===== src/htu_defines.vh =====
`ifndef HTU_DEFINES_VH
`define HTU_DEFINES_VH

// System clock rate in Hz.
`define HTU_CLK_HZ      20000000
// Slowest and fastest supported line rates in bit/s.
`define HTU_RATE_MIN    2400
`define HTU_RATE_MAX    921600
// Line rates picked by the three option straps; code 0 means the stored rate if valid and within the supported range, else auto detect.
`define HTU_RATE_1      9600
`define HTU_RATE_2      19200
`define HTU_RATE_3      38400
`define HTU_RATE_4      57600
`define HTU_RATE_5      115200
`define HTU_RATE_6      460800
`define HTU_RATE_7      921600
`define HTU_STRAP_AUTO  3'h0
// Clocks per bit until the straps have been latched, or in auto detect until a reference bit has been measured.
`define HTU_DIV_RESET   16'h00ae
// Width of a bit-time count in system clocks.
`define HTU_DIV_W       16
// Shortest start bit, in clocks, accepted as an auto-detect reference.
`define HTU_AUTO_MIN    16'h000b
// Parity mode encodings.
`define HTU_PAR_NONE    2'h0
`define HTU_PAR_ODD     2'h1
`define HTU_PAR_EVEN    2'h2
// Source of the active line rate.
`define HTU_SRC_STRAP   2'h0
`define HTU_SRC_STORE   2'h1
`define HTU_SRC_AUTO    2'h2
// Cycles the strap synchronisers need before the straps are latched.
`define HTU_SETTLE      2'h3
// Receive buffer depth.
`define HTU_BUF_DEPTH   2'h2

`endif


===== src/htu_uart.v =====
`timescale 1ns/10ps
`default_nettype none
`include "htu_defines.vh"

module htu_uart
(
   input  wire        clock,            // System clock, 20 MHz.
   input  wire        reset_n,          // Asynchronous reset, active low.
   input  wire        rx_pin,           // Serial receive line.
   output wire        tx_pin,           // Serial transmit line.
   output wire        rts_n_pin,        // Request to send, active low.
   input  wire        cts_n_pin,        // Clear to send, active low.
   input  wire        option_strap_a,   // Rate strap, bit 0.
   input  wire        option_strap_b,   // Rate strap, bit 1.
   input  wire        option_strap_c,   // Rate strap, bit 2.
   input  wire        store_valid,      // Stored rate is valid.
   input  wire [15:0] store_divisor,    // Stored clocks per bit.
   input  wire        flow_enable,      // RTS/CTS handshake on.
   input  wire [1:0]  parity_mode,      // None, odd or even.
   input  wire        two_stop,         // Send two stop bits.
   input  wire        low_power,        // Device is in low-power mode.
   input  wire        host_wake_req,    // Ask the host to wake up.
   output wire        wake_event,       // Pulse: activity in low power.
   output wire [15:0] baud_divisor,     // Active clocks per bit.
   output wire [1:0]  baud_source,      // Where the rate came from.
   output wire        baud_locked,      // Rate known, port running.
   input  wire        tx_valid,         // Transmit byte offered.
   output wire        tx_ready,         // Transmit byte taken.
   input  wire [7:0]  tx_data,          // Transmit byte.
   output wire        rx_valid,         // Received byte available.
   input  wire        rx_ready,         // Received byte taken.
   output wire [7:0]  rx_data,          // Received byte.
   output wire        rx_parity_error,  // Byte had a parity error.
   output wire        rx_frame_error,   // Byte had a bad stop bit.
   output wire        rx_overrun        // Pulse: byte lost, buffer full.
);

   localparam SU_SETTLE = 2'h0;
   localparam SU_AUTO   = 2'h1;
   localparam SU_RUN    = 2'h2;
   localparam LS_IDLE   = 3'h0;
   localparam LS_START  = 3'h1;
   localparam LS_DATA   = 3'h2;
   localparam LS_PAR    = 3'h3;
   localparam LS_STOP   = 3'h4;

   function [15:0] htu_div;
      input [31:0] rate;
      reg   [31:0] q;
      begin
         q = (`HTU_CLK_HZ + rate / 2) / rate;
         htu_div = q[15:0];
      end
   endfunction

   function htu_par_bit;
      input [7:0] d;
      input [1:0] mode;
      begin
         htu_par_bit = (^d) ^ (mode == `HTU_PAR_ODD);
      end
   endfunction

   reg        rx_s1_reg, rx_s2_reg, rx_prev_reg;
   reg        cts_s1_reg, cts_s2_reg, cts_prev_reg;
   reg [2:0]  strap_s1_reg, strap_s2_reg;
   reg [1:0]  su_state_reg;
   reg [1:0]  settle_reg;
   reg [15:0] div_reg;
   reg [1:0]  src_reg;
   reg        meas_reg;
   reg [15:0] meas_cnt_reg;
   reg [2:0]  rx_state_reg;
   reg [15:0] rx_cnt_reg;
   reg [2:0]  rx_bit_reg;
   reg [7:0]  rx_shift_reg;
   reg        rx_perr_reg;
   reg        rx_push_reg;
   reg        rx_ferr_reg;
   reg [9:0]  buf_mem [0:1];
   reg        wr_ptr_reg, rd_ptr_reg;
   reg [1:0]  count_reg;
   reg        overrun_reg;
   reg [2:0]  tx_state_reg;
   reg [15:0] tx_cnt_reg;
   reg [2:0]  tx_bit_reg;
   reg [7:0]  tx_shift_reg;
   reg        tx_stop2_reg;
   reg        tx_pin_reg;
   reg        rts_n_reg;
   reg        wake_reg;

   wire       run      = (su_state_reg == SU_RUN);
   wire       rx_fall  = rx_prev_reg & ~rx_s2_reg;
   wire       cts_fall = cts_prev_reg & ~cts_s2_reg;
   wire       permit   = ~(flow_enable & cts_s2_reg);
   wire       par_on   = (parity_mode != `HTU_PAR_NONE);
   wire       buf_full = (count_reg == `HTU_BUF_DEPTH);
   wire       pop      = rx_valid & rx_ready;
   wire       push     = rx_push_reg & ~buf_full;
   wire [9:0] head     = buf_mem[rd_ptr_reg];

   assign tx_pin          = tx_pin_reg;
   assign rts_n_pin       = rts_n_reg;
   assign wake_event      = wake_reg;
   assign baud_divisor    = div_reg;
   assign baud_source     = src_reg;
   assign baud_locked     = run;
   assign tx_ready        = run & ~low_power & permit &
                            (tx_state_reg == LS_IDLE);
   assign rx_valid        = (count_reg != 2'h0);
   assign rx_data         = head[7:0];
   assign rx_parity_error = head[8];
   assign rx_frame_error  = head[9];
   assign rx_overrun      = overrun_reg;

   // Pin synchronisers; logic reads the second stage and, for edge detection, its copy delayed by one cycle.
   always @(posedge clock or negedge reset_n)
   begin
      if (!reset_n)
      begin
         rx_s1_reg    <= 1'b1;
         rx_s2_reg    <= 1'b1;
         rx_prev_reg  <= 1'b1;
         cts_s1_reg   <= 1'b0;
         cts_s2_reg   <= 1'b0;
         cts_prev_reg <= 1'b0;
         strap_s1_reg <= 3'h0;
         strap_s2_reg <= 3'h0;
      end
      else
      begin
         rx_s1_reg    <= rx_pin;
         rx_s2_reg    <= rx_s1_reg;
         rx_prev_reg  <= rx_s2_reg;
         cts_s1_reg   <= cts_n_pin;
         cts_s2_reg   <= cts_s1_reg;
         cts_prev_reg <= cts_s2_reg;
         strap_s1_reg <= {option_strap_c, option_strap_b, option_strap_a};
         strap_s2_reg <= strap_s1_reg;
      end
   end

   // Startup: straps, then stored rate, then measured reference bit.
   always @(posedge clock or negedge reset_n)
   begin
      if (!reset_n)
      begin
         su_state_reg <= SU_SETTLE;
         settle_reg   <= 2'h0;
         div_reg      <= `HTU_DIV_RESET;
         src_reg      <= `HTU_SRC_STRAP;
         meas_reg     <= 1'b0;
         meas_cnt_reg <= 16'h0000;
      end
      else
      begin
         case (su_state_reg)
            SU_SETTLE:
            begin
               settle_reg <= settle_reg + 2'h1;
               if (settle_reg == `HTU_SETTLE)
               begin
                  su_state_reg <= SU_RUN;
                  src_reg      <= `HTU_SRC_STRAP;
                  case (strap_s2_reg)
                     3'h1: div_reg <= htu_div(`HTU_RATE_1);
                     3'h2: div_reg <= htu_div(`HTU_RATE_2);
                     3'h3: div_reg <= htu_div(`HTU_RATE_3);
                     3'h4: div_reg <= htu_div(`HTU_RATE_4);
                     3'h5: div_reg <= htu_div(`HTU_RATE_5);
                     3'h6: div_reg <= htu_div(`HTU_RATE_6);
                     3'h7: div_reg <= htu_div(`HTU_RATE_7);
                     default:
                     begin
                        if (store_valid &&
                            store_divisor >= htu_div(`HTU_RATE_MAX) &&
                            store_divisor <= htu_div(`HTU_RATE_MIN))
                        begin
                           div_reg <= store_divisor;
                           src_reg <= `HTU_SRC_STORE;
                        end
                        else
                        begin
                           su_state_reg <= SU_AUTO;
                           src_reg      <= `HTU_SRC_AUTO;
                        end
                     end
                  endcase
               end
            end
            SU_AUTO:
            begin
               // The reference start bit's low time is one bit time.
               if (rx_fall)
               begin
                  meas_reg     <= 1'b1;
                  meas_cnt_reg <= 16'h0001;
               end
               else if (meas_reg && !rx_s2_reg)
               begin
                  if (meas_cnt_reg != 16'hffff)
                     meas_cnt_reg <= meas_cnt_reg + 16'h0001;
               end
               else if (meas_reg)
               begin
                  meas_reg <= 1'b0;
                  if (meas_cnt_reg >= `HTU_AUTO_MIN)
                  begin
                     div_reg      <= meas_cnt_reg;
                     su_state_reg <= SU_RUN;
                  end
               end
            end
            default:
               su_state_reg <= SU_RUN;
         endcase
      end
   end

   // Receiver: sample each bit at its middle.
   always @(posedge clock or negedge reset_n)
   begin
      if (!reset_n)
      begin
         rx_state_reg <= LS_IDLE;
         rx_cnt_reg   <= 16'h0000;
         rx_bit_reg   <= 3'h0;
         rx_shift_reg <= 8'h00;
         rx_perr_reg  <= 1'b0;
         rx_ferr_reg  <= 1'b0;
         rx_push_reg  <= 1'b0;
      end
      else
      begin
         rx_push_reg <= 1'b0;
         if (rx_state_reg != LS_IDLE && rx_cnt_reg != 16'h0000)
            rx_cnt_reg <= rx_cnt_reg - 16'h0001;
         else
         begin
            case (rx_state_reg)
               LS_IDLE:
                  if (run && rx_fall)
                  begin
                     rx_state_reg <= LS_START;
                     rx_cnt_reg   <= {1'b0, div_reg[15:1]};
                  end
               LS_START:
               begin
                  rx_state_reg <= rx_s2_reg ? LS_IDLE : LS_DATA;
                  rx_cnt_reg   <= div_reg - 16'h0001;
                  rx_bit_reg   <= 3'h0;
               end
               LS_DATA:
               begin
                  rx_shift_reg <= {rx_s2_reg, rx_shift_reg[7:1]};
                  rx_bit_reg   <= rx_bit_reg + 3'h1;
                  rx_cnt_reg   <= div_reg - 16'h0001;
                  if (rx_bit_reg == 3'h7)
                     rx_state_reg <= par_on ? LS_PAR : LS_STOP;
               end
               LS_PAR:
               begin
                  rx_perr_reg  <= rx_s2_reg !=
                                  htu_par_bit(rx_shift_reg, parity_mode);
                  rx_cnt_reg   <= div_reg - 16'h0001;
                  rx_state_reg <= LS_STOP;
               end
               default:
               begin
                  if (!par_on)
                     rx_perr_reg <= 1'b0;
                  rx_ferr_reg  <= ~rx_s2_reg;
                  rx_push_reg  <= 1'b1;
                  rx_state_reg <= LS_IDLE;
               end
            endcase
         end
      end
   end

   // Two-entry receive buffer; a full buffer drops the word as overrun.
   always @(posedge clock)
   begin
      if (push)
         buf_mem[wr_ptr_reg] <= {rx_ferr_reg, rx_perr_reg, rx_shift_reg};
   end

   always @(posedge clock or negedge reset_n)
   begin
      if (!reset_n)
      begin
         wr_ptr_reg  <= 1'b0;
         rd_ptr_reg  <= 1'b0;
         count_reg   <= 2'h0;
         overrun_reg <= 1'b0;
         rts_n_reg   <= 1'b1;
         wake_reg    <= 1'b0;
      end
      else
      begin
         overrun_reg <= rx_push_reg & buf_full;
         if (push)
            wr_ptr_reg <= ~wr_ptr_reg;
         if (pop)
            rd_ptr_reg <= ~rd_ptr_reg;
         if (push && !pop)
            count_reg <= count_reg + 2'h1;
         else if (pop && !push)
            count_reg <= count_reg - 2'h1;
         if (low_power)
            rts_n_reg <= ~host_wake_req;
         else if (flow_enable)
            rts_n_reg <= ~run | (count_reg != 2'h0);
         else
            rts_n_reg <= 1'b0;
         wake_reg <= low_power & (rx_fall | cts_fall);
      end
   end

   // Transmitter: start bit, data LSB first, parity, stop bits.
   always @(posedge clock or negedge reset_n)
   begin
      if (!reset_n)
      begin
         tx_state_reg <= LS_IDLE;
         tx_cnt_reg   <= 16'h0000;
         tx_bit_reg   <= 3'h0;
         tx_shift_reg <= 8'h00;
         tx_stop2_reg <= 1'b0;
         tx_pin_reg   <= 1'b1;
      end
      else if (tx_state_reg == LS_IDLE)
      begin
         tx_pin_reg <= 1'b1;
         if (tx_valid && tx_ready)
         begin
            tx_shift_reg <= tx_data;
            tx_pin_reg   <= 1'b0;
            tx_cnt_reg   <= div_reg - 16'h0001;
            tx_state_reg <= LS_START;
         end
      end
      else if (tx_cnt_reg != 16'h0000)
         tx_cnt_reg <= tx_cnt_reg - 16'h0001;
      else
      begin
         tx_cnt_reg <= div_reg - 16'h0001;
         case (tx_state_reg)
            LS_START:
            begin
               tx_pin_reg   <= tx_shift_reg[0];
               tx_bit_reg   <= 3'h0;
               tx_state_reg <= LS_DATA;
            end
            LS_DATA:
            begin
               tx_bit_reg <= tx_bit_reg + 3'h1;
               if (tx_bit_reg == 3'h7)
               begin
                  tx_stop2_reg <= two_stop;
                  if (par_on)
                  begin
                     tx_pin_reg   <= htu_par_bit(tx_shift_reg,
                                                 parity_mode);
                     tx_state_reg <= LS_PAR;
                  end
                  else
                  begin
                     tx_pin_reg   <= 1'b1;
                     tx_state_reg <= LS_STOP;
                  end
               end
               else
                  tx_pin_reg <= tx_shift_reg[tx_bit_reg + 3'h1];
            end
            LS_PAR:
            begin
               tx_pin_reg   <= 1'b1;
               tx_state_reg <= LS_STOP;
            end
            default:
            begin
               tx_pin_reg <= 1'b1;
               if (tx_stop2_reg)
                  tx_stop2_reg <= 1'b0;
               else
               begin
                  tx_cnt_reg   <= 16'h0000;
                  tx_state_reg <= LS_IDLE;
               end
            end
         endcase
      end
   end

endmodule

`default_nettype wire


===== config.mk =====
export PLATFORM = sky130hd
export DESIGN_NAME = htu_uart
export DESIGN_NICKNAME = d
export VERILOG_FILES = /design/src/htu_uart.v
export VERILOG_INCLUDE_DIRS = /design/src
export SDC_FILE = /design/constraint.sdc
export NUM_CORES = 1
export LEC_CHECK = 0
export BUFFER_PORTS_ARGS = -buffer_cell sky130_fd_sc_hd__buf_2
export CAP_MARGIN = 20
export CORE_MARGIN = 2
export CORE_UTILIZATION = 55
export DETAILED_ROUTE_END_ITERATION = 10
export GPL_TIMING_DRIVEN = 0
export HOLD_SLACK_MARGIN = 0.15
export PLACE_DENSITY = 0.83
export RECOVER_POWER = 100
export SETUP_SLACK_MARGIN = 0.15
export SYNTH_ARGS = -nofsm -noshare
export SYNTH_HDL_FRONTEND = slang
export SYNTH_SLANG_ARGS = --single-unit

===== constraint.sdc =====
create_clock -name clock -period 3.2 [get_ports clock]
set_input_delay 0.8 -clock clock [delete_from_list [all_inputs] [get_ports clock]]
set_output_delay 0.8 -clock clock [all_outputs]
set_load 0.05 [all_outputs]

[Word level (Yosys, flattened, before mapping)]
Memories as Yosys holds them, arrays and structs flattened.
Cells that the tools add are included.
Cells by class
  add/sub/neg operators: 9
  magnitude comparators: 4
  eq/ne operators: 38
  multiplexer cells: 64
  bitwise logic cells: 29
  reduce and logical (&&, ||, !) cells: 49
Operators by type and width (count)
  16-bit 2-to-1 mux: 16
  16-bit one-hot mux with 7 select lines: 1
  16-bit one-hot mux with 2 select lines: 2
  16-bit by 1-bit subtractor with 16-bit output, second input constant: 3
  16-bit nonzero test: 2
  2-bit 2-to-1 mux: 12
  3-bit 2-to-1 mux: 8
  2-bit inequality test, second input constant: 10
  3-bit by 2-bit equality test with 1-bit output, second input constant: 6
  3-bit equality test, second input constant: 6
  16-bit by 1-bit adder with 16-bit output, second input constant: 1
  16-bit by 4-bit greater-or-equal comparator with 1-bit output, second input constant: 1
  16-bit by 5-bit greater-or-equal comparator with 1-bit output, second input constant: 1
  16-bit by 14-bit <= comparator with 1-bit output, second input constant: 1
  1-bit 2-to-1 mux: 16
  16-bit inequality test, second input constant: 1
  2-bit nonzero test: 8
  8-bit XOR reduction: 2
  1-bit NOT: 15
  2-bit AND reduction: 7
  3-bit one-hot mux with 2 select lines: 2
  3-bit one-hot mux with 4 select lines: 1
  3-bit AND reduction: 4
  1-bit AND: 10
  other kinds (30): 57
Storage, ports and cells
  flip-flop bits (word level): 123
  bits in writable memories: 20
  bits of input ports: 40
  memories: 1
Memories
  buf_mem: depth 2, width 10, rd ports 1, clocked after Yosys merged registers in 0, write ports 1, RTL line htu_uart.v:80  | reg [9:0] buf_mem [0:1];

[Logic depth before layout (Yosys ltp)]
Gate-level depths: netlist of run 1.
  word-level depth: 7
  depth in mapped cells: 10

[Least setup slack after synthesis of run 1]
Ideal clock, no wire load.
  path type: input port to flip-flop
  start point: in store_divisor[11]
  end point: reg div_reg[0] (netlist: baud_divisor[0])
  setup time: 125 ps
  arrival: 2613 ps
  setup slack: 462 ps
  stages: 8
  buffers on the path: 2
  path through: or4_4 > nor2_2 > a21boi_1 > a311o_1 > a211o_1 > buf_6 > buf_12 > mux2_4
Between the ends
  word-level cells in the longest chain between the ends: 5
Ends and longest elaborated chain
  from (decl): RTL line htu_uart.v:17  | input wire [15:0] store_divisor,
  16-bit by 5-bit greater-or-equal comparator with 1-bit output: RTL line htu_uart.v:177  | store_divisor >= htu_div(`HTU_RATE_MAX) &&
  1-bit logical AND: RTL line htu_uart.v:176  | if (store_valid &&
  1-bit logical AND (*): RTL line htu_uart.v:176
  9-bit by 2-bit inequality test with 1-bit output (no line) (*)
  7-bit AND reduction (no line) (*)
  to (signal assigned): RTL line htu_uart.v:172  | 3'h6: div_reg <= htu_div(`HTU_RATE_6);
  to (signal assigned): RTL line htu_uart.v:173  | 3'h7: div_reg <= htu_div(`HTU_RATE_7);
  to (signal assigned): RTL line htu_uart.v:180  | div_reg <= store_divisor;
  to (decl): RTL line htu_uart.v:69  | reg [15:0] div_reg;
Every way passes the cells marked *; elsewhere a longest branch is shown, timed or not.
A chain may end at the register's enable or synchronous reset.

[Worst setup path in the final report of run 1]
  start point: reg su_state_reg[0]
  end point: out tx_ready
Between the ends
  word-level cells in the longest chain between the ends: 4
Ends and longest elaborated chain
  from (decl): RTL line htu_uart.v:67  | reg [1:0] su_state_reg;
  from (signal assigned): RTL line htu_uart.v:149  | su_state_reg <= SU_SETTLE;
  from (signal assigned): RTL line htu_uart.v:164  | su_state_reg <= SU_RUN;
  from (signal assigned): RTL line htu_uart.v:185  | su_state_reg <= SU_AUTO;
  2-bit equality test: RTL line htu_uart.v:93  | wire run = (su_state_reg == SU_RUN);
  1-bit AND (3 in series): RTL line htu_uart.v:109  | assign tx_ready = run & ~low_power & permit &
  to (decl): RTL line htu_uart.v:28  | output wire tx_ready,
Every way passes these cells.

==> results of run 1 <==
area by class of cell:
cell class | count | area, sq um | area share, %
buffer | 31 | 118 | 1.31
clock inverter | 9 | 131 | 1.47
sequential | 143 | 3690 | 41.2
clock buffer | 23 | 489 | 5.47
tap | 180 | 225 | 2.52
inverter | 21 | 78.8 | 0.881
multi-input combinational | 592 | 3880 | 43.4
timing repair buffer | 75 | 335 | 3.75
synthesized netlist by cell type, types with 17 or more instances:
cell type / instances / share of area [%]
clkbuf_1: 27 / 1.3
mux2_4: 17 / 3.2
xnor2_1: 30 / 3.3
o21ai_0: 62 / 3.9
xor2_1: 21 / 2.3
mux2_2: 27 / 3.9
a21oi_1: 41 / 2.6
nor2_1: 74 / 3.5
edfxtp_1: 20 / 7.6
nor3_1: 28 / 1.8
dfrtp_1: 113 / 36
nand2_1: 73 / 3.5
inv_1: 21 / 1.0
stage by stage:
step	cell area, sq um	TNS [ns]
2_1_floorplan	7860	0
3_3_place_gp	8460	-26.06
3_5_place_dp	8490	0
4_1_cts	9110	0
5_1_grt	8950	0
6_report	8950	0
cells by family (layout without fill, tap and decap cells):
family	count (synthesis)	count (layout)	synth area share (%)
flip-flops	143	143	46.9
buffers and inverters	52	159	2.82
XOR/XNOR	51	51	5.68
multiplexers	50	50	8.20
AO/OA/AOI/OAI	187	187	15.1
AND/OR/NAND/NOR	289	289	18.9
adder cells (fa/ha/maj)	15	15	2.39
per-layer routing:
metal / wire (um) / up-vias / GRT usage [%]
li1: - / 3077 / -
met1: 8270 / 3134 / 36.2
met2: 9320 / 302 / 44.1
met3: 1390 / 43 / 6.09
met4: 417 / 0 / 8.95
met5: 0 / - / 0
cell usage in the layout (no fill, tap or decap), types with 4 or more instances in the layout:
master / n
buf_2: 39
and3_1: 8
nand2_1: 73
a211oi_1: 13
or4_1: 6
and2_1: 5
nand3_1: 16
nor3b_1: 4
nor2_1: 75
or3_1: 9
edfxtp_1: 20
nor3_1: 29
o311ai_0: 4
dfrtp_1: 113
or2_2: 5
clkbuf_1: 67
o21ai_0: 62
a211o_1: 4
a21oi_1: 41
clkbuf_16: 18
xor2_1: 21
o211ai_1: 8
mux2i_1: 4
ha_1: 15
dfstp_2: 9
mux2_2: 27
o2bb2ai_1: 4
mux2_1: 15
nand2b_1: 8
a21o_1: 5
nor4_1: 14
o31ai_1: 4
inv_1: 21
xnor2_1: 30
nand4_1: 8
a31oi_1: 12
nor2b_1: 10
worst max-delay path by stage:
stage,startpoint,endpoint,slack (ns)
6_report,su_state_reg[0]$_DFFE_PN0P_,tx_ready,0.22
5_1_grt,rx_cnt_reg[7]$_DFFE_PN0P_,rx_cnt_reg[5]$_DFFE_PN0P_,0.08
4_1_cts,su_state_reg[0]$_DFFE_PN0P_,tx_ready,0.20
3_5_place_dp,store_divisor[11],baud_divisor[8]$_DFFE_PN0P_,0.21
3_3_place_gp,reset_n,strap_s1_reg[2]$_DFF_PN0_,-0.24
2_1_floorplan,store_divisor[11],baud_divisor[0]$_DFFE_PN0P_,0.46
critical path, delay by kind of cell, from the launching register on:
family / cells / cell delay (ns)
buffers and inverters: 1 / 0.26
DFF: 1 / 0.46
and+or+nand+nor: 2 / 0.46
AOI/OAI and AO/OA: 1 / 0.57
what timing repair did:
item                                    CTS  global route
hold buffers                              0             0
gates resized for setup                   0             1
endpoints found under the setup margin    0             1
power by group through the flow:
stage | Clock, mW | Combinational [mW] | Sequential (mW)
after floorplan | 0 | 2.06 | 2.47
after global routing | 2.16 | 3.03 | 2.54
after detailed placement | 0 | 2.68 | 2.51
after global placement | 0 | 2.62 | 2.50
after CTS | 2.08 | 2.72 | 2.49
final | 2.06 | 2.73 | 2.49
==> summary.md, run 1 <==
| Metric | Value |
|---|---|
| Status | finished, final reports clean |
| Combinational power share | 37.4% |
| Initial antenna violation count | 0 |
| Critical path class | reg -> out |
| Distinct cells, synth | between 70 and 80 |
| Synth Register Bits | 143 |
| Hold crit path type | reg -> reg |
| Num CTS Buffers | 17 |
| Overflow after GRT | 0 |
| Hold path endpoint | strap_s2_reg[2]$_DFF_PN0_ |
| Ys async rst share | a little under nine tenths |
| Vias in the first global route | approximately 6400 |
| IO Port Bufs | 74 |
| Hold path depth | 0 |
| YS warnings | 0 |
| Antenna Cells | 0 |
| Final-report hold violation count | 0 |
| Setup bufs post-CTS | 0 |
| Chip width | around 120 um |
| Post-synth top flop | dfrtp_1 |
| Crit path DAT | between 2 and 2.5 ns |
| Placed wire-length estimate | roughly 14000 um |
| Crit start category | register |
| Max Root-Sink Buffers | 2 |
| FF-to-FF setup slack | approximately 0.33 ns |
| Power Internal | 4.50 mW |
| Number of synthesized flops with an enable pin | 20 |
| 1st-pass router iterations | 6 |
| Required time worst endpoint | between 2 and 2.5 ns |
| Syn nets | about 840 |
| Worst Hold Slack | 0.350 ns |
| Area Overhead vs Synth | 13.8% |
| Fin util | roughly 64% |
| Mean area per synthesized cell | roughly 10 sq um |
| Routed via count | ~6600 |
| Initial Utilization | a little under three fifths |
| Clock sinks | between 100 and 150 |
| Setup ws final | around 0.22 ns |
| CP Capture Type | primary output |
| Share of cells above drive strength 1 | roughly 14% |
| Crit path largest cell delay | 0.57 ns |
| Worst slew pin tran | about 1.3 ns |
| Setup violators final | 0 |
| Reg with most FFs | buf_mem |
| Max cap viols | 0 |
| Slew Viols, Final | 0 |
| Cells after synthesis | 787 |
| Final antenna-violating net count | 0 |
| Die area | 15300 sq um |
| LEAKAGE | between 3 and 4 nW |
| Cell area after synthesis | roughly 7900 sq um |
| Switch Pwr | 2.79 mW |
| Non-Filler Instances | roughly 1100 |
| Reg clk slew, reported paths | 0.06 ns |
| Worst R2R Path Depth | 7 |
| Maximum vdd drop | 0.518 mV |
| Post-Route WL | 19400 um |
| Dpl cells | around 1000 |
| Tcrit/Tclk final | between 90% and 100% |
| Sw frac | around two fifths |
| DR DRC count | 0 |
| Clk root buf | clkbuf_16 |
| Vias per Instance | between 6 and 7 |
| Initial drt markers | around 760 |
| Rows | 43 |
| Max FFs per register | 20 |
| Clk_lat worst skew | about 0.43 ns |
| Clock Power Share | between 20% and 30% |
| Max Clk Rate | about 340 MHz |
| Die height | about 120 um |
| Core area | 13900 sq um |
| Register area share after synthesis | between 40% and 50% |
| First-pass GRT wire length | 31900 um |
| # IOs | 75 |
| Wirelength per Cell | ~18 um |
| GP Congestion | roughly 0.94 |
| Final min period | between 2 and 3 ns |
| Fillers | 1114 |
| Worst slew margin | between 10 and 15% |
| Hold path start | strap_s1_reg[2]$_DFF_PN0_ |
| Final Net Count | around 940 |
| Total chip power | roughly 7.3 mW |
| H-tree depth | 4 |
| Reg2reg start | rx_cnt_reg[7]$_DFFE_PN0P_ |
| Part of the power in registers | about 34% |
| Crit-path cells | nand2b_1, a211oi_1, and2_1, buf_2 |
| Largest net degree at the start of global routing | 73 |
| CTS tree | done |
| Worst R2R End | rx_cnt_reg[5]$_DFFE_PN0P_ |
| CP max stage cell | a211oi_1 |
| Post-place setup slack | around 0.21 ns |
| PwrDens | approximately 810 nW/um^2 |
| GRT Total Usage | between 20% and 30% |
| Worst-path maximum fanout | 8 |
| Clock Skew | 0.00923 ns |
| RSZ-0062 raised after global routing | false |
(Power assumes the default switching activity.)
==> run 2: changes to the inputs <==
PLACE_DENSITY = 0.75   (was 0.83)
==> run 2 against run 1 <==
Net effect:
- the run now ends with capacitance limit, slew limit left
- non-clock buffer count unchanged
- sequential power is essentially flat
- final cell count unchanged
- fmax barely moved
- clock-buffer cell count down 4
- critical endpoint is now rx_cnt_reg[5]$_DFFE_PN0P_
- largest cell class unchanged
- clock power shrank 3%
==> summary.md, run 2 (synthesis gave the netlist of run 1 again) <==
| Metric | Value |
|---|---|
| Routed via count | 6691 (was 6556) |
| Hold path start | strap_s1_reg[1]$_DFF_PN0_ (was strap_s1_reg[2]$_DFF_PN0_) |
| Worst slew pin tran | 2.27 ns (was 1.29 ns) |
| Status | complete, but fails checks (was finished, final reports clean) |
| Final-report hold violation count | 0 (unchanged) |
| Setup violators final | 0 (unchanged) |
| Max Root-Sink Buffers | 2 (unchanged) |
| Crit start category | register (unchanged) |
| Vias per Instance | 6.23 (was 6.10) |
| Slew Viols, Final | 49 (was 0) |
| Worst R2R Path Depth | 7 (unchanged) |
| Final Net Count | 936 (unchanged) |
| Setup TNS | 0 ns (unchanged) |
| Required time worst endpoint | 3.50 ns (was 2.40 ns) |
| Part of the power in registers | 34.3% (was 34.2%) |
| Chip width | 124 um (unchanged) |
| Num CTS Buffers | 17 (unchanged) |
| Max cap viols | 1 (was 0) |
| Reg2reg start | rx_cnt_reg[7]$_DFFE_PN0P_ (unchanged) |
| GP Congestion | 0.907 (was 0.942) |
| Clk root buf | clkbuf_16 (unchanged) |
| Largest net degree at the start of global routing | 76 (was 73) |
| Die height | 124 um (unchanged) |
| RSZ-0062 raised after global routing | false (unchanged) |
| Max FFs per register | 20 (unchanged) |
| Maximum vdd drop | 0.333 mV (was 0.518 mV) |
| FF-to-FF setup slack | 0.22 ns (was 0.33 ns) |
| Most frequent cells in the layout | 113 x dfrtp_1, 75 x nor2_1, 73 x nand2_1 (unchanged) |
| Clock Power Share | 27.4% (was 28.3%) |
| # IOs | 75 (unchanged) |
| Overflow after GRT | 0 (unchanged) |
| Most common cell after layout, fill and taps aside | dfrtp_1 (unchanged) |
| Hold path endpoint | strap_s2_reg[1]$_DFF_PN0_ (was strap_s2_reg[2]$_DFF_PN0_) |
| Power Internal | 4.35 mW (was 4.50 mW) |
| IO Port Bufs | 74 (unchanged) |
| Vias in the first global route | 6425 (was 6386) |
| Final antenna-violating net count | 0 (unchanged) |
| Antenna Cells | 0 (unchanged) |
| CP max stage cell | nor3_1 (was a211oi_1) |
| Crit path largest cell delay | 0.63 ns (was 0.57 ns) |
| Hold path depth | 0 (unchanged) |
| Combinational power share | 38.3% (was 37.4%) |
| Crit-path cells | or4_1, nor3_1, a21boi_1, clkbuf_1, clkbuf_1, a32oi_1, o41ai_1 (was nand2b_1, a211oi_1, and2_1, buf_2) |
| Sw frac | 40.3% (was 38.3%) |
| Initial Utilization | 56.4% (unchanged) |
| Area Overhead vs Synth | 13.9% (was 13.8%) |
| Hold crit path type | reg -> reg (unchanged) |
| 1st-pass router iterations | 5 (was 6) |
| H-tree depth | 4 (unchanged) |
| Clock sinks | 143 (unchanged) |
| Failing checks | capacitance limit, slew limit |
| Rows | 43 (unchanged) |
| Setup ws final | 0.219 ns (was 0.220 ns) |
| Worst-path maximum fanout | 10 (was 8) |
| CP dominant cell by count | clkbuf_1 |
| Placed wire-length estimate | 14600 um (was 13600 um) |
| Clk_lat worst skew | 0.43 ns (about the same) |
| Share of cells above drive strength 1 | 14.5% (was 14.1%) |
| GRT Total Usage | 27.9% (was 27.2%) |
| Worst slew margin | -51.5% (was 14.1%) |
| LEAKAGE | 3.71 nW (about the same) |
| Initial antenna violation count | 0 (unchanged) |
| Reg with most FFs | buf_mem (unchanged) |
| Initial drt markers | 736 (was 763) |
| First-pass GRT wire length | 32500 um (was 31900 um) |
| Die area | 15300 sq um (unchanged) |
| Setup bufs post-CTS | 0 (unchanged) |
| Clock Skew | 0.00862 ns (was 0.00923 ns) |
| Final min period | 2.98 ns (about the same) |
| Cell area after layout | 8950 sq um (about the same) |
| Crit path DAT | 3.28 ns (was 2.18 ns) |
| DR DRC count | 0 (unchanged) |
| Wirelength per Cell | 18.9 um (was 18.1 um) |
| Fin util | 64.3% (was 64.2%) |
| Max Clk Rate | 335 MHz (was 336 MHz) |
| PwrDens | 813 nW/um^2 (was 814 nW/um^2) |
| Post-Route WL | 20300 um (was 19400 um) |
| DP Area | 8490 sq um (unchanged) |
| Tcrit/Tclk final | 93.2% (was 93.1%) |
| Reg clk slew, reported paths | 0.06 ns (about the same) |
| Critical path class | reg -> reg (was reg -> out) |
| CTS tree | done (unchanged) |
| Worst R2R End | rx_cnt_reg[5]$_DFFE_PN0P_ (unchanged) |
| Core area | 13900 sq um (unchanged) |
| CP Capture Type | register (was primary output) |
| Post-place setup slack | 0.188 ns (was 0.212 ns) |
| Switch Pwr | 2.93 mW (was 2.79 mW) |
==> run 2: worst max-delay path, delay by kind of cell (launching register included) <==
family	cells	cell delay [ns]
buffers and inverters	2	0.57
and+or+nand+nor	2	1.24
DFF	1	0.42
AOI/OAI and AO/OA	3	0.62
==> run 2: what timing repair did <==
action / in CTS / in global routing
setup endpoints to repair: 0 / 1
gates resized for setup: 0 / 1
hold buffers: 0 / 0
==> run 2: worst max path at each step <==
stage	from	end	slack, ns	depth (start not counted)
after global routing	rx_cnt_reg[7]$_DFFE_PN0P_	rx_cnt_reg[5]$_DFFE_PN0P_	0.1	7
after CTS	su_state_reg[0]$_DFFE_PN0P_	tx_ready	0.22	4
final	rx_cnt_reg[7]$_DFFE_PN0P_	rx_cnt_reg[5]$_DFFE_PN0P_	0.22	7
after global placement	reset_n	rx_cnt_reg[4]$_DFFE_PN0P_	-0.14	1
after detailed placement	store_divisor[11]	baud_divisor[0]$_DFFE_PN0P_	0.19	9
after floorplan	store_divisor[11]	baud_divisor[0]$_DFFE_PN0P_	0.46	8
==> run 2: layout make-up <==
cell class / count / area (sq um)
Buffer: 31 / 118
Clock buffer: 19 / 433
Clock inverter: 13 / 153
Fill cell: 1148 / 4980
Inverter: 21 / 78.8
Multi-Input combinational cell: 592 / 3890
Sequential cell: 143 / 3690
Tap cell: 180 / 225
Timing Repair Buffer: 75 / 360
==> run 2: power groups by stage <==
stage / Sequential, mW / Clock [mW] / Combinational (mW)
after floorplan: 2.47 / 0 / 2.06
after global placement: 2.49 / 0 / 2.64
after detailed placement: 2.51 / 0 / 2.74
after CTS: 2.49 / 2.01 / 2.76
after global routing: 2.54 / 2.10 / 3.04
final: 2.50 / 1.99 / 2.79
==> run 2: stage by stage <==
stage               hold slack [ns]  power [mW]  cells
floorplan                     0.331        4.53    787
global placement              0.333        5.12   1041
detailed placement            0.338        5.26   1042
CTS                           0.324        7.26   1074
global route                  0.360        7.68   1074
finish                        0.350        7.28   1074
==> run 2: per-layer routing <==
metal / routed length (um) / global-route usage, % / share of wire [%] / vias up
li1: - / - / - / 3082
met1: 8840 / 38.1 / 44 / 3246
met2: 9470 / 43.2 / 47 / 309
met3: 1320 / 5.77 / 6.5 / 54
met4: 616 / 11.8 / 3.0 / 0
met5: 0 / 0 / 0 / -
==> run 3: changes to the inputs <==
CORE_UTILIZATION = 60   (was 55)
PLACE_DENSITY = 0.81   (was 0.75)
==> run 3 against run 2 <==
Net effect:
- first-iteration DRC count shrank 17%
- the run still ends with capacitance limit, slew limit left
- highest routed layer unchanged
- die area decreased by 8.1%
- design area decreased by 0.42%
- non-clock buffer count stayed put
- largest power group unchanged
- global-route usage is 0.87 points higher
- total power fell by 0.90%
- wire length decreased by 3.5%
==> summary.md, run 3 (synthesis gave the netlist of run 1 again) <==
| Metric | Value |
|---|---|
| Core area | 12700 sq um (was 13900 sq um) |
| Setup violators final | 0 (unchanged) |
| DR DRC count | 0 (unchanged) |
| Final-report hold violation count | 0 (unchanged) |
| Vias per Instance | 6.21 (was 6.23) |
| Worst slew margin | -3.08% (was -51.5%) |
| Most common cell after layout, fill and taps aside | dfrtp_1 (unchanged) |
| Final min period | 2.94 ns (was 2.98 ns) |
| Area Overhead vs Synth | 13.4% (was 13.9%) |
| Die height | 118 um (was 124 um) |
| Most frequent cells in the layout | 113 x dfrtp_1, 74 x nor2_1, 73 x nand2_1 (was 113 x dfrtp_1, 75 x nor2_1, 73 x nand2_1) |
| Setup TNS | 0 ns (unchanged) |
| PwrDens | 809 nW/um^2 (was 813 nW/um^2) |
| GP Congestion | 0.878 (was 0.907) |
| Critical path class | reg -> reg (unchanged) |
| 1st-pass router iterations | 5 (unchanged) |
| Max FFs per register | 20 (unchanged) |
| Max Root-Sink Buffers | 2 (unchanged) |
| Max Clk Rate | 340 MHz (was 335 MHz) |
| RSZ-0062 raised after global routing | false (unchanged) |
| Routed via count | 6616 (was 6691) |
| Rows | 41 (was 43) |
| Chip width | 118 um (was 124 um) |
| Non-Filler Instances | 1066 (was 1074) |
| CTS tree | done (unchanged) |
| Max cap viols | 1 (unchanged) |
| Antenna Cells | 0 (unchanged) |
| CP Capture Type | register (unchanged) |
| Required time worst endpoint | 3.50 ns (about the same) |
| Clk root buf | clkbuf_16 (unchanged) |
| Worst-path maximum fanout | 10 (unchanged) |
| H-tree depth | 4 (unchanged) |
| Crit path DAT | 3.24 ns (was 3.28 ns) |
| Hold_buf cts | 0 (unchanged) |
| Tcrit/Tclk final | 91.9% (was 93.2%) |
| Initial Utilization | 61.8% (was 56.4%) |
| Clock Skew | 0.00959 ns (was 0.00862 ns) |
| Overflow after GRT | 0 (unchanged) |
| Worst slew pin tran | 1.55 ns (was 2.27 ns) |
| Clk_lat worst skew | 0.43 ns (about the same) |
| Failing checks | capacitance limit, slew limit (unchanged) |
| Status | complete, but fails checks (unchanged) |
| Slew Viols, Final | 64 (was 49) |
| Largest net degree at the start of global routing | 64 (was 76) |
| Vias in the first global route | 6407 (was 6425) |
| Placed wire-length estimate | 14100 um (was 14600 um) |
| Dpl cells | 1034 (was 1042) |
| Initial drt markers | 612 (was 736) |
| Maximum vdd drop | 0.532 mV (was 0.333 mV) |
| Hold crit path type | reg -> reg (unchanged) |
| Share of cells above drive strength 1 | 14.3% (was 14.5%) |
| Reg clk slew, reported paths | 0.06 ns (about the same) |
| Die area | 14000 sq um (was 15300 sq um) |
| Final Net Count | 936 (unchanged) |
| Reg with most FFs | buf_mem (unchanged) |
| Num CTS Buffers | 17 (unchanged) |
| First-pass GRT wire length | 32100 um (was 32500 um) |
| LEAKAGE | 3.69 nW (was 3.71 nW) |
| Initial antenna violation count | 0 (unchanged) |
| Final antenna-violating net count | 0 (unchanged) |
| # IOs | 75 (unchanged) |
| Post-Route WL | 19500 um (was 20300 um) |
| Wirelength per Cell | 18.3 um (was 18.9 um) |
| IO Port Bufs | 74 (unchanged) |
| Clock sinks | 143 (unchanged) |
| GRT Total Usage | 28.7% (was 27.9%) |
| Crit start category | register (unchanged) |
==> run 3: routing by layer <==
metal	share of wire [%]	GRT usage, %	wire, um
met1	42	37.2	8210
met2	49	47.1	9590
met4	2.9	11.7	574
met3	6.0	6.23	1170
met5	0	0	0
==> run 3: through the flow <==
stage | power, mW | utilization [%] | setup slack [ns] | hold slack, ns | cell area [sq um]
after floorplan | 4.53 | - | 0.462 | 0.331 | 7860
after global placement | 5.10 | 66.4 | -0.185 | 0.335 | 8450
after detailed placement | 5.22 | 66.7 | 0.153 | 0.337 | 8480
after CTS | 7.22 | 71.4 | 0.263 | 0.350 | 9080
after global routing | 7.63 | 70.1 | 0.122 | 0.357 | 8920
final | 7.22 | 70.1 | 0.259 | 0.347 | 8920
==> run 3: path summary, 6_finish.rpt <==
kind	from	to	slack, ns	depth (start not counted)
hold / removal	strap_s1_reg[0]$_DFF_PN0_	strap_s2_reg[0]$_DFF_PN0_	0.35	0
setup reg to reg	rx_cnt_reg[0]$_DFFE_PN0P_	rx_cnt_reg[5]$_DFFE_PN0P_	0.26	9
hold reg to reg	strap_s1_reg[0]$_DFF_PN0_	strap_s2_reg[0]$_DFF_PN0_	0.35	0
max in group asynchronous	reset_n	baud_divisor[10]$_DFFE_PN0P_	0.77	2
min in group asynchronous	reset_n	rx_shift_reg[4]$_DFFE_PN0P_	0.74	1
setup / recovery	rx_cnt_reg[0]$_DFFE_PN0P_	rx_cnt_reg[5]$_DFFE_PN0P_	0.26	9
==> run 3: what timing repair did <==
| item | 4_1_cts | 5_1_grt |
|---|---|---|
| buffers inserted | 0 | 0 |
| endpoints found under the setup margin | 0 | 4 |
| resized for setup | 0 | 2 |
==> run 3: final cells by class <==
cell class / instances / area [sq um]
Sequential cell: 143 / 3690
Multi-Input combinational cell: 592 / 3880
Inverter: 21 / 78.8
Clock buffer: 19 / 433
Tap cell: 172 / 215
Timing Repair Buffer: 75 / 335
Buffer: 31 / 119
Clock inverter: 13 / 164
Fill cell: 1030 / 3810
==> run 3: worst max-delay path, cell delays in order (launching register included) <==
cell	delay (ns)
dfrtp_1	0.39
inv_1	0.15
ha_1	0.16
nor4b_1	0.73
nand4b_4	0.22
nand2_1	0.30
clkbuf_1	0.41
o21ai_0	0.17
a32oi_1	0.18
o41ai_1	0.10
==> run 3: power breakdown <==
part	leakage (nW)	total [mW]	internal [mW]	switching (mW)
Clock	0.289	2.00	1.23	0.774
Combinational	1.75	2.73	1.01	1.72
Sequential	1.66	2.49	2.17	0.314
